### src/logic/swc_pkg.sv
// Shared constants and types for the switch global control register bank
package swc_pkg;
   // ******************************
   // Clock and storm timing
   // ******************************
   localparam int unsigned CLK_HZ = 125_000_000;
   localparam int unsigned PERIOD_FAST_MS = 50;   // Port at 100 Mbps
   localparam int unsigned PERIOD_SLOW_MS = 500;  // Port at 10 Mbps
   localparam int unsigned TICK_CYC = (CLK_HZ / 1000) * PERIOD_FAST_MS;
   localparam int unsigned SLOW_TICKS = PERIOD_SLOW_MS / PERIOD_FAST_MS;
   localparam int unsigned BLOCK_BYTES = 64;      // Granule of the storm count
   // ******************************
   // Register indices, byte address is four times the index
   // ******************************
   localparam logic [7:0] IDX_HOST = 8'h06;
   localparam logic [7:0] IDX_STORM_LOW = 8'h07;
   localparam logic [7:0] IDX_TEST_A = 8'h08;
   localparam logic [7:0] IDX_TEST_B = 8'h09;
   localparam logic [7:0] IDX_TEST_C = 8'h0A;
   localparam logic [7:0] IDX_EDGE = 8'h0B;
   // ******************************
   // Field positions
   // ******************************
   localparam int unsigned FC_BIT = 5;
   localparam int unsigned SPD_BIT = 4;
   localparam int unsigned NVID_BIT = 3;
   localparam int unsigned EDGE3_BIT = 7;
   localparam int unsigned EDGE4_BIT = 6;
   // ******************************
   // Values after reset
   // ******************************
   localparam logic [7:0] STORM_LOW_RST = 8'h4A;
   localparam logic [2:0] STORM_HIGH_RST = 3'h0;
   localparam logic [7:0] TEST_A_VAL = 8'h00;
   localparam logic [7:0] TEST_B_VAL = 8'h4C;
   localparam logic [7:0] TEST_C_VAL = 8'h00;
   // ******************************
   // Configuration carried to the switch core
   // ******************************
   typedef struct packed {
      logic flow_ctl_en;   // Full-duplex pause on host_port_link
      logic speed_10m;     // 1: 10 Mbps, 0: 100 Mbps
      logic null_vid_en;   // Replace null VID with port VID
      logic edge3_fall;    // third_port_rmii_link samples on falling edge
      logic edge4_fall;    // host_port_link samples on falling edge
      logic [10:0] storm_thr;
   } host_cfg_s;
endpackage

### src/logic/switch_global_control_regs.sv
// Switch global control registers with storm limiter and null VID substitution
// Overview of operation
// RULE1: Flow control bit 5 enables full-duplex pause on the host port link.
// RULE2: Flow control bit resets to the sampled flow control strap pin.
// RULE3: Speed bit 4 selects 10 Mbps when set, 100 Mbps when clear.
// RULE4: Speed bit resets to the sampled speed strap pin.
// RULE5: Bit 3 set replaces a null VID with the port default VID.
// RULE6: Threshold is 11 bits: upper three in host register, lower eight next.
// RULE7: Threshold counts 64-byte blocks allowed per input port per period.
// RULE8: Period is 50 ms at 100 Mbps and 500 ms at 10 Mbps.
// RULE9: Threshold resets to 0x04A, about one percent of bandwidth.
// RULE10: Bit 7 picks falling (1) or rising (0) sampling edge for port 3.
// RULE11: Bit 6 picks falling (1) or rising (0) sampling edge for port 4.
// RULE12: Port exceeding threshold drops broadcast data until next period.
//
// Local design decision: the Avalon-MM register port.
`timescale 1ns/1ns
module switch_global_control_regs #(
   parameter int unsigned NUM_PORTS = 4,
   parameter int unsigned TICK_CYC = swc_pkg::TICK_CYC
) (
   input wire logic sys_clk,
   input wire logic rst_n,
   input wire logic [5:0] address,
   input wire logic read,
   input wire logic write,
   input wire logic [31:0] writedata,
   input wire logic [3:0] byteenable,
   output logic [31:0] readdata,
   output logic waitrequest,
   input wire logic flow_ctl_strap_pin,
   input wire logic speed_strap_pin,
   input wire logic [NUM_PORTS-1:0] port_10m,
   input wire logic [NUM_PORTS-1:0] bcast_block,
   input wire logic [11:0] vid_in,
   input wire logic [11:0] pvid_in,
   output logic [11:0] vid_out,
   output logic [NUM_PORTS-1:0] storm_drop,
   output swc_pkg::host_cfg_s cfg
);
   localparam int unsigned TW = $clog2(TICK_CYC);
   localparam int unsigned SW = $clog2(swc_pkg::SLOW_TICKS);

   // ******************************
   // State
   // ******************************
   typedef struct packed {
      logic [1:0] fc_sync;
      logic [1:0] spd_sync;
      logic flow;
      logic spd;
      logic nvid;
      logic [2:0] thr_hi;
      logic [7:0] thr_lo;
      logic e3;
      logic e4;
      logic ack;
      logic [31:0] rdata;
      logic [TW-1:0] tick_cnt;
      logic [SW-1:0] slow_cnt;
      logic [NUM_PORTS-1:0][10:0] blk_cnt;
      logic [NUM_PORTS-1:0] drop;
      logic [11:0] vid;
   } state_s;

   state_s state_reg;
   state_s state_next;
   state_s init;
   logic tick;
   logic slow_wrap;
   logic take;
   logic [10:0] thr;
   logic [NUM_PORTS-1:0] period_end;
   logic [NUM_PORTS-1:0] is_10m;

   // Word select from a byte address, low two bits ignored
   function automatic logic hit(input logic [5:0] a, input logic [7:0] idx);
      return a[5:2] == idx[3:0];
   endfunction

   // ******************************
   // Bus handshake
   // ******************************
   // One wait state per access; readdata is loaded on the waiting cycle
   assign waitrequest = (read | write) & ~state_reg.ack;
   assign take = (read | write) & state_reg.ack;
   assign readdata = state_reg.rdata;
   assign thr = {state_reg.thr_hi, state_reg.thr_lo}; // RULE6

   // Base tick every 50 ms; slow ports see every tenth tick
   assign tick = state_reg.tick_cnt == TW'(TICK_CYC - 1); // RULE8
   assign slow_wrap = state_reg.slow_cnt == SW'(swc_pkg::SLOW_TICKS - 1); // RULE8

   // Host port speed comes from the register, others from the core
   always_comb begin
      is_10m = port_10m;
      is_10m[NUM_PORTS-1] = state_reg.spd; // RULE3
   end

   // Period boundary per port
   genvar p;
   generate
      for (p = 0; p < NUM_PORTS; p++) begin : g_period
         assign period_end[p] = tick & (~is_10m[p] | slow_wrap); // RULE8
      end
   endgenerate

   // ******************************
   // Reset image
   // ******************************
   // Synchronisers keep running under reset so straps are caught at release
   always_comb begin
      init = '0;
      init.fc_sync = {state_reg.fc_sync[0], flow_ctl_strap_pin};
      init.spd_sync = {state_reg.spd_sync[0], speed_strap_pin};
      init.flow = state_reg.fc_sync[1]; // RULE2
      init.spd = state_reg.spd_sync[1]; // RULE4
      init.thr_hi = swc_pkg::STORM_HIGH_RST; // RULE9
      init.thr_lo = swc_pkg::STORM_LOW_RST; // RULE9
   end

   // ******************************
   // Next state
   // ******************************
   always_comb begin
      state_next = state_reg;
      state_next.fc_sync = {state_reg.fc_sync[0], flow_ctl_strap_pin};
      state_next.spd_sync = {state_reg.spd_sync[0], speed_strap_pin};
      state_next.ack = (read | write) & ~state_reg.ack;
      // Read data prepared while waitrequest is high
      if (read & ~state_reg.ack) begin
         state_next.rdata = '0;
         if (hit(address, swc_pkg::IDX_HOST)) begin
            state_next.rdata[swc_pkg::FC_BIT] = state_reg.flow;
            state_next.rdata[swc_pkg::SPD_BIT] = state_reg.spd;
            state_next.rdata[swc_pkg::NVID_BIT] = state_reg.nvid;
            state_next.rdata[2:0] = state_reg.thr_hi;
         end else if (hit(address, swc_pkg::IDX_STORM_LOW)) begin
            state_next.rdata[7:0] = state_reg.thr_lo;
         end else if (hit(address, swc_pkg::IDX_TEST_A)) begin
            state_next.rdata[7:0] = swc_pkg::TEST_A_VAL;
         end else if (hit(address, swc_pkg::IDX_TEST_B)) begin
            state_next.rdata[7:0] = swc_pkg::TEST_B_VAL;
         end else if (hit(address, swc_pkg::IDX_TEST_C)) begin
            state_next.rdata[7:0] = swc_pkg::TEST_C_VAL;
         end else if (hit(address, swc_pkg::IDX_EDGE)) begin
            state_next.rdata[swc_pkg::EDGE3_BIT] = state_reg.e3;
            state_next.rdata[swc_pkg::EDGE4_BIT] = state_reg.e4;
         end
      end
      // Writes land on the accepting edge; test registers ignore them
      if (write & take & byteenable[0]) begin
         if (hit(address, swc_pkg::IDX_HOST)) begin
            state_next.flow = writedata[swc_pkg::FC_BIT]; // RULE1
            state_next.spd = writedata[swc_pkg::SPD_BIT]; // RULE3
            state_next.nvid = writedata[swc_pkg::NVID_BIT]; // RULE5
            state_next.thr_hi = writedata[2:0]; // RULE6
         end else if (hit(address, swc_pkg::IDX_STORM_LOW)) begin
            state_next.thr_lo = writedata[7:0]; // RULE6
         end else if (hit(address, swc_pkg::IDX_EDGE)) begin
            state_next.e3 = writedata[swc_pkg::EDGE3_BIT]; // RULE10
            state_next.e4 = writedata[swc_pkg::EDGE4_BIT]; // RULE11
         end
      end
      // Period timebase
      if (tick) begin
         state_next.tick_cnt = '0;
         state_next.slow_cnt = slow_wrap ? '0 : SW'(state_reg.slow_cnt + 1'b1);
      end else begin
         state_next.tick_cnt = TW'(state_reg.tick_cnt + 1'b1);
      end
      // Block counters saturate so a long storm cannot wrap back under
      for (int i = 0; i < NUM_PORTS; i++) begin
         if (period_end[i]) begin
            state_next.blk_cnt[i] = {10'h000, bcast_block[i]}; // RULE7
         end else if (bcast_block[i] && state_reg.blk_cnt[i] != 11'h7FF) begin
            state_next.blk_cnt[i] = 11'(state_reg.blk_cnt[i] + 1'b1); // RULE7
         end
         // Compare with the threshold as it will stand, so a write and a count agree
         state_next.drop[i] = state_next.blk_cnt[i] >
            {state_next.thr_hi, state_next.thr_lo}; // RULE12
      end
      // Null VID substitution on the ingress tag
      if (state_reg.nvid && vid_in == 12'h000) begin
         state_next.vid = pvid_in; // RULE5
      end else begin
         state_next.vid = vid_in;
      end
   end

   // Register the whole state
   always_ff @(posedge sys_clk) begin
      if (!rst_n) begin
         state_reg <= init;
      end else begin
         state_reg <= state_next;
      end
   end

   // ******************************
   // Outputs
   // ******************************
   assign vid_out = state_reg.vid;
   assign storm_drop = state_reg.drop; // RULE12
   assign cfg.flow_ctl_en = state_reg.flow; // RULE1
   assign cfg.speed_10m = state_reg.spd; // RULE3
   assign cfg.null_vid_en = state_reg.nvid;
   assign cfg.edge3_fall = state_reg.e3; // RULE10
   assign cfg.edge4_fall = state_reg.e4; // RULE11
   assign cfg.storm_thr = thr;

   // ******************************
   // Checks
   // ******************************
   a_wait_first: assert property (@(posedge sys_clk) disable iff (!rst_n) // Local design decision
      (read | write) && !state_reg.ack |-> waitrequest ##1 !waitrequest)
      else $error("access not answered after one wait state");

   a_flow_write: assert property (@(posedge sys_clk) disable iff (!rst_n) // RULE1
      write && !waitrequest && byteenable[0] && hit(address, swc_pkg::IDX_HOST)
      |=> cfg.flow_ctl_en == $past(writedata[swc_pkg::FC_BIT]))
      else $error("flow control bit did not follow write");

   a_strap_load: assert property (@(posedge sys_clk) // RULE2
      $rose(rst_n) |-> cfg.flow_ctl_en == $past(state_reg.fc_sync[1])
      && cfg.speed_10m == $past(state_reg.spd_sync[1]))
      else $error("strap value not loaded at reset");

   a_speed_write: assert property (@(posedge sys_clk) disable iff (!rst_n) // RULE3
      write && !waitrequest && byteenable[0] && hit(address, swc_pkg::IDX_HOST)
      |=> cfg.speed_10m == $past(writedata[swc_pkg::SPD_BIT]))
      else $error("speed bit did not follow write");

   a_vid_subst: assert property (@(posedge sys_clk) disable iff (!rst_n) // RULE5
      cfg.null_vid_en && vid_in == 12'h000 |=> vid_out == $past(pvid_in))
      else $error("null VID not replaced");

   a_thr_reset: assert property (@(posedge sys_clk) // RULE9
      $rose(rst_n) |-> cfg.storm_thr == {swc_pkg::STORM_HIGH_RST, swc_pkg::STORM_LOW_RST})
      else $error("threshold reset value wrong");

   a_edge_write: assert property (@(posedge sys_clk) disable iff (!rst_n) // RULE10
      write && !waitrequest && byteenable[0] && hit(address, swc_pkg::IDX_EDGE)
      |=> cfg.edge3_fall == $past(writedata[7]) && cfg.edge4_fall == $past(writedata[6]))
      else $error("edge select did not follow write");

   a_drop_cause: assert property (@(posedge sys_clk) disable iff (!rst_n) // RULE12
      storm_drop[0] |-> state_reg.blk_cnt[0] > thr)
      else $error("drop without exceeding threshold");

   a_period_clear: assert property (@(posedge sys_clk) disable iff (!rst_n) // RULE8
      period_end[0] && !bcast_block[0] |=> state_reg.blk_cnt[0] == 11'h000 && !storm_drop[0])
      else $error("period end did not clear count");

   a_high_write: assert property (@(posedge sys_clk) disable iff (!rst_n) // RULE6
      write && !waitrequest && byteenable[0] && hit(address, swc_pkg::IDX_HOST)
      |=> cfg.storm_thr[10:8] == $past(writedata[2:0]))
      else $error("threshold upper bits did not follow write");

   a_low_write: assert property (@(posedge sys_clk) disable iff (!rst_n) // RULE6
      write && !waitrequest && byteenable[0] && hit(address, swc_pkg::IDX_STORM_LOW)
      |=> cfg.storm_thr[7:0] == $past(writedata[7:0]))
      else $error("threshold low byte did not follow write");

   a_low_read: assert property (@(posedge sys_clk) disable iff (!rst_n) // RULE6
      read && !waitrequest && hit(address, swc_pkg::IDX_STORM_LOW)
      |-> readdata == {24'h00_0000, cfg.storm_thr[7:0]})
      else $error("threshold low byte read back wrong");

   a_nvid_write: assert property (@(posedge sys_clk) disable iff (!rst_n) // RULE5
      write && !waitrequest && byteenable[0] && hit(address, swc_pkg::IDX_HOST)
      |=> cfg.null_vid_en == $past(writedata[swc_pkg::NVID_BIT]))
      else $error("null VID enable did not follow write");

   a_block_count: assert property (@(posedge sys_clk) disable iff (!rst_n) // RULE7
      bcast_block[0] && !period_end[0] && state_reg.blk_cnt[0] != 11'h7FF
      |=> state_reg.blk_cnt[0] == 11'($past(state_reg.blk_cnt[0]) + 11'h001))
      else $error("broadcast block not counted");

   a_drop_rise: assert property (@(posedge sys_clk) disable iff (!rst_n) // RULE12
      bcast_block[0] && !period_end[0] && !write && state_reg.blk_cnt[0] == thr
      && thr != 11'h7FF |=> storm_drop[0])
      else $error("drop not raised past threshold");

   a_drop_hold: assert property (@(posedge sys_clk) disable iff (!rst_n) // RULE12
      storm_drop[0] && !period_end[0] && !write |=> storm_drop[0])
      else $error("drop released before period end");

   a_vid_pass: assert property (@(posedge sys_clk) disable iff (!rst_n) // RULE5
      !(cfg.null_vid_en && vid_in == 12'h000) |=> vid_out == $past(vid_in))
      else $error("VID altered without substitution");

   a_edge_reset: assert property (@(posedge sys_clk) // RULE11
      $rose(rst_n) |-> !cfg.edge3_fall && !cfg.edge4_fall)
      else $error("edge select not cleared by reset");

   a_flow_hold: assert property (@(posedge sys_clk) disable iff (!rst_n) // RULE1
      !(write && !waitrequest) |=> $stable(cfg.flow_ctl_en))
      else $error("flow control bit changed without a write");

   a_speed_fast: assert property (@(posedge sys_clk) disable iff (!rst_n) // RULE3
      tick && !cfg.speed_10m |-> period_end[NUM_PORTS-1])
      else $error("host port at 100 Mbps missed its period");

   a_speed_slow: assert property (@(posedge sys_clk) disable iff (!rst_n) // RULE3
      tick && cfg.speed_10m && !slow_wrap |-> !period_end[NUM_PORTS-1])
      else $error("host port at 10 Mbps ended its period early");

endmodule // switch_global_control_regs

### config.mk
export PLATFORM = sky130hd
export DESIGN_NAME = switch_global_control_regs
export DESIGN_NICKNAME = d
export VERILOG_FILES = /design/src/logic/swc_pkg.sv /design/src/logic/switch_global_control_regs.sv
export SDC_FILE = /design/constraint.sdc
export NUM_CORES = 1
export LEC_CHECK = 0
export ABC_CLOCK_PERIOD_IN_PS = 2700
export BUFFER_PORTS_ARGS = -buffer_cell sky130_fd_sc_hd__buf_4
export CORE_UTILIZATION = 50
export CTS_CLUSTER_DIAMETER = 200
export DETAILED_ROUTE_END_ITERATION = 10
export GPL_TIMING_DRIVEN = 0
export PLACE_DENSITY = 0.8
export SETUP_SLACK_MARGIN = 0.15
export SYNTH_ARGS = -nofsm -noshare
export SYNTH_HDL_FRONTEND = slang
export SYNTH_SLANG_ARGS = --single-unit
### constraint.sdc
create_clock -name sys_clk -period 2.7 [get_ports sys_clk]
set_input_delay 0.27 -clock sys_clk [delete_from_list [all_inputs] [get_ports sys_clk]]
set_output_delay 0.27 -clock sys_clk [all_outputs]
set_load 0.005 [all_outputs]
==> results of run 1 <==
cell usage in the layout (no fill, tap or decap), types with 18 or more instances in the layout:
master	synthesis	routed
buf_4	66	180
dfxtp_1	114	97
nor2_1	108	108
nand4_1	27	27
mux2i_1	29	19
a21oi_1	61	61
nand2_1	49	48
o21ai_0	30	29
conb_1	1	24
ha_1	49	45
a21o_1	18	18
inv_1	18	18
critical path: stages, from the launching register on:
cell and delay (ns):
dfxtp_1 0.48, nand4bb_4 0.21, a211oi_2 0.35, buf_4 0.16, buf_4 0.09, buf_4 0.09
buf_4 0.10, buf_4 0.10, a21oi_1 0.08, o22ai_1 0.20, ha_1 0.27, nand2_1 0.10
o31ai_2 0.07, o22ai_1 0.20
routing by layer:
| layer | GRT usage | up-vias | wire length [um] |
|---|---|---|---|
| li1 | - | 3204 | - |
| met3 | 0.0604 | 48 | 1440 |
| met1 | 0.309 | 3175 | 8020 |
| met4 | 0.0938 | 0 | 517 |
| met2 | 0.437 | 300 | 9450 |
| met5 | 0 | - | 0 |
worst min path at each step:
stage,slack [ns],endpoint,cells past startpoint
after global placement,0.32,init[135],0
after detailed placement,0.31,init[135],0
after global routing,0.08,vid_out[1],3
after floorplan,0.30,init[137],0
final,0.07,vid_out[2],3
after CTS,0.07,vid_out[7],3
through the flow:
stage                     cells  power [mW]  utilization  TNS, ns
final                      1160        4.31        0.682        0
after global routing       1160        4.44        0.682  -0.0130
after CTS                  1151        4.29        0.662        0
after detailed placement   1098        2.12        0.590    -1.66
after global placement     1098        2.12        0.590    -1.59
after floorplan             834        1.99            -        0
cells by family after synthesis:
kind of cell	synth area share
and+or+nand+nor	0.234
AOI/OAI and AO/OA	0.158
DFF	0.339
buffers and inverters	0.100
adders and majority gates	0.0887
muxes	0.0518
xor gates and xnor gates	0.0279
other	0.000543
report_power, final:
part	total, mW	switching (mW)	leakage, nW	internal [mW]
clock network	2.18	0.831	0.269	1.35
logic	0.343	0.170	2.74	0.173
registers	1.78	0.0302	0.954	1.75
cell type report:
cell class,count,share of cell area
plain buffers,91,0.0717
clock inverters,13,0.0150
repair buffers,118,0.0992
flip-flops and latches,116,0.260
inverters,18,0.00742
well taps,176,0.0242
multi-input cells,609,0.475
clock buffers,19,0.0475
timing repair:
action	CTS	global route
setup endpoints to repair	4	4
endpoints found under the hold margin	2	0
setup buffers	19	8
pin swaps	10	14
gates resized for setup	43	48
hold buffers	2	0
cloned	0	1
==> results.yml, run 1 <==
die:
  die_h_um: 120
  dieArea_um2: 14300
  ios: 145
  row_count: 42
  initial_utilization: 0.518
  core_um2: 13300
  dieWidth_um: 120
yosys:
  yosysWarningCount: 0
  yosysMostFrequentCell: "dfxtp_1"
  synth_top_area_frac: 0.330
  synth.avg_cell_area_um2: 8.52
  netlist_instances: 811
  async_flop_share: 0
  synth_flop_cell: "dfxtp_1"
  synth_top_area_cell: "dfxtp_1"
  synth_area_um2: 6910
  synth_cell_types: 60
  synth.top_cells.by_area: "dfxtp_1, ha_1, buf_4"
  synth_edf_count: 2
  seq_area_frac_synth: 0.339
  yosys-top-cells-count: "dfxtp_1, nor2_1, buf_4, a21oi_1"
  yosys_register_bits: 116
layout:
  register_area_um2: 2360
  n_antenna_cell: 0
  drive_gt1_frac: 0.311
  largest_reg_flops: 72
  post-route-cell-area_um2: 9110
  multi_input_area_um2: 4330
  layout.nets: 1100
  fill_cells: 997
  syn2layout_area_growth_pct: 31.8
grt:
  antenna_found_initial: 0
  grt_pass1_wl_um: 28700
  track_usage: 0.255
  overflow: 0
  grt_pass1_vias: 5976
  grt_max_degree: 17
drt:
  antenna_left: 0
  via_per_inst: 5.80
  post_drt_wl_per_cell_um: 16.8
  drtIter0Drc: 699
  num_vias: 6727
  first_pass_iters: 5
  wl_um: 19400
  drc: 0
setup_path:
  r2r_cells: 13
  crit_end: "storm_drop[2]"
  path_max_fanout: 5
  cp.arrival_ns: 2.94
  cp-startpoint: "state_reg[63]"
  rr_startpoint: "state_reg[63]"
  end_kind: "flip-flop"
  r2r_setup_slack_ns: 0.1
  required_ns: 3.04
  path_class: "reg -> reg"
  start_kind: "flip-flop"
  r2r_end: "storm_drop[2]"
power:
  leakage_nw: 3.96
  pwr_density_cell_nw_per_um2: 473
  peakVddDrop_uv: 492
placed_design:
  numPortBuffers: 88
  place.gp.congestion: 0.891
  hpwl_um: 12500
  dpl-instance-area_um2: 7880
  pre_cts_ws_ns: -0.429
job:
  maxCapViolCount: 0
clock_tree:
  cts_buffers: 17
  cts_tree: "yes"
  cts_root_buf: "clkbuf_16"
  clk_path_buf_depth: 2
  clk_pin_slew_ns: 0.06
  h-tree-depth: 4
  cts.sinks: 116
  clock_latency_ns: 0.42
timing:
  fin_skew_ns: 0.00830
  setup_slack_ns: 0.0991
  rsz0062_at_grt: "yes"
  max-slew-margin-rel: 0.555
  drv_slew: 0
  hold_viol_final: 0
  whs_ns: 0.0727
  max_freq_mhz: 384
  fin_crit_ns: 2.60
  worst_pin_slew_ns: 0.667
  fin_crit_sh: 0.963
  setup_viol: 0
status:
  run_status: "completed"
worst_hold_path:
  hold_path.class: "in -> reg"
  holdCritStartpoint: "vid_in[2]"
Power figures use the tool's default switching activity.
==> run 2: changes to the inputs <==
- HOLD_SLACK_MARGIN: default -> 0.08
==> results.yml, run 2 (synthesized netlist as in run 1, its figures left out) <==
timing:
  worst_pin_slew_ns: 0.682
  fin_crit_ns: 2.62
  max_freq_mhz: 382
  rsz0062_at_grt: "yes"
  fin_skew_ns: 0.00857
  whs_ns: 0.0784
  hold_viol_final: 0
  drv_slew: 0
  setup_slack_ns: 0.0798
  setup_viol: 0
  max-slew-margin-rel: 0.545
  fin_crit_sh: 0.970
clock_tree:
  cts_tree: "yes"
  clk_path_buf_depth: 2
  clock_latency_ns: 0.42
  clk_pin_slew_ns: 0.06
  cts.sinks: 116
  h-tree-depth: 4
  cts_root_buf: "clkbuf_16"
  cts_buffers: 17
die:
  row_count: 42
  die_h_um: 120
  initial_utilization: 0.518
  dieArea_um2: 14300
  ios: 145
  dieWidth_um: 120
  core_um2: 13300
power:
  power_mw: 4.32
  pwr_density_cell_nw_per_um2: 471
  peakVddDrop_uv: 495
  leakage_nw: 3.99
drt:
  num_vias: 6802
  drtIter0Drc: 768
  drc: 0
  wl_um: 19600
  antenna_left: 0
  first_pass_iters: 6
  post_drt_wl_per_cell_um: 16.8
  via_per_inst: 5.83
layout:
  drive_gt1_frac: 0.309
  n_antenna_cell: 0
  largest_reg_flops: 72
  final_util: 0.687
  layout_commonest_cell: "buf_4"
  mostFrequentLayoutCells: "buf_4, nor2_1, dfxtp_1, a21oi_1, nand2_1"
  layout.nets: 1107
  final_cell_count_no_fill: 1167
  syn2layout_area_growth_pct: 32.8
setup_path:
  cp_num_cells: 13
  cp_top_family: "compound AO/OA/AOI/OAI gates"
  slowest_delay_ns: 0.47
  path_class: "reg -> reg"
  rr_startpoint: "state_reg[63]"
  r2r_setup_slack_ns: 0.08
  crit_chain: "nand4bb_4 -> a211oi_2 -> buf_4 -> buf_4 -> buf_4 -> buf_4 -> buf_4 -> a21oi_1 -> o22ai_1 -> ha_1 -> nand2_1 -> o31ai_2 -> o22ai_1"
  start_kind: "flip-flop"
  end_kind: "flip-flop"
  r2r_end: "storm_drop[2]"
  crit_path_frequent_cell: "buf_4"
  slowest_stage: "dfxtp_1"
  crit_end: "storm_drop[2]"
  cp-startpoint: "state_reg[63]"
  r2r_cells: 13
  crit_buf_inv: 5
  required_ns: 3.04
  path_max_fanout: 5
  cp.arrival_ns: 2.96
grt:
  grt_pass1_vias: 6085
  track_usage: 0.259
  grt_pass1_wl_um: 29100
  overflow: 0
  antenna_found_initial: 0
  grt_max_degree: 17
placed_design:
  hpwl_um: 12500
  post-place-cells: 1098
  pre_cts_ws_ns: -0.429
  place.gp.congestion: 0.891
  numPortBuffers: 88
status:
  run_status: "completed"
worst_hold_path:
  holdCritStartpoint: "pvid_in[8]"
  hold_path.class: "in -> reg"
job:
  maxCapViolCount: 0
==> run 2: worst min path at each step <==
| stage | endpoint | slack, ns | cells after the start |
|---|---|---|---|
| 2_1_floorplan | init[137] | 0.30 | 0 |
| 5_1_grt | vid_out[1] | 0.08 | 3 |
| 6_report | vid_out[8] | 0.08 | 3 |
| 4_1_cts | vid_out[9] | 0.08 | 3 |
| 3_3_place_gp | init[135] | 0.32 | 0 |
| 3_5_place_dp | init[135] | 0.31 | 0 |
==> run 2: final cells by class <==
type / count / area (um^2)
Inverter: 18 / 67.6
Buffer: 91 / 653
Clock buffer: 19 / 433
Timing Repair Buffer: 125 / 973
Clock inverter: 13 / 136
Sequential cell: 116 / 2360
Multi-Input combinational cell: 609 / 4330
Tap cell: 176 / 220
Fill cell: 981 / 4170
==> run 2: power by group <==
group          switching (mW)  internal, mW
clock                   0.836          1.35
sequential             0.0304          1.75
combinational           0.172         0.180
==> run 2: through the flow <==
step	area (um^2)	setup TNS, ns
2_1_floorplan	7000	0
3_3_place_gp	7880	-1.59
3_5_place_dp	7880	-1.66
4_1_cts	8910	0
5_1_grt	9180	-0.0130
6_report	9180	0
==> run 2: tightest hold or removal path, delay by kind of cell <==
| family | cells | cell delay (ns) |
|---|---|---|
| buffers and inverters | 1 | 0.08 |
| AOI/OAI and AO/OA | 1 | 0.05 |
| and+or+nand+nor | 1 | 0.07 |
==> run 2: what timing repair did <==
action                                  CTS  global route
resized for setup                        43            48
hold buffers                              9             0
hold endpoints to repair                  7             0
gates cloned                              0             1
pin swaps                                10            14
endpoints found under the setup margin    4             4
buffers inserted                         19             8
==> run 2: metal layers <==
| layer | global-route usage | routed length, um |
|---|---|---|
| met5 | 0 | 0 |
| met2 | 0.447 | 9620 |
| met4 | 0.0938 | 510 |
| met1 | 0.312 | 7980 |
| met3 | 0.0608 | 1520 |
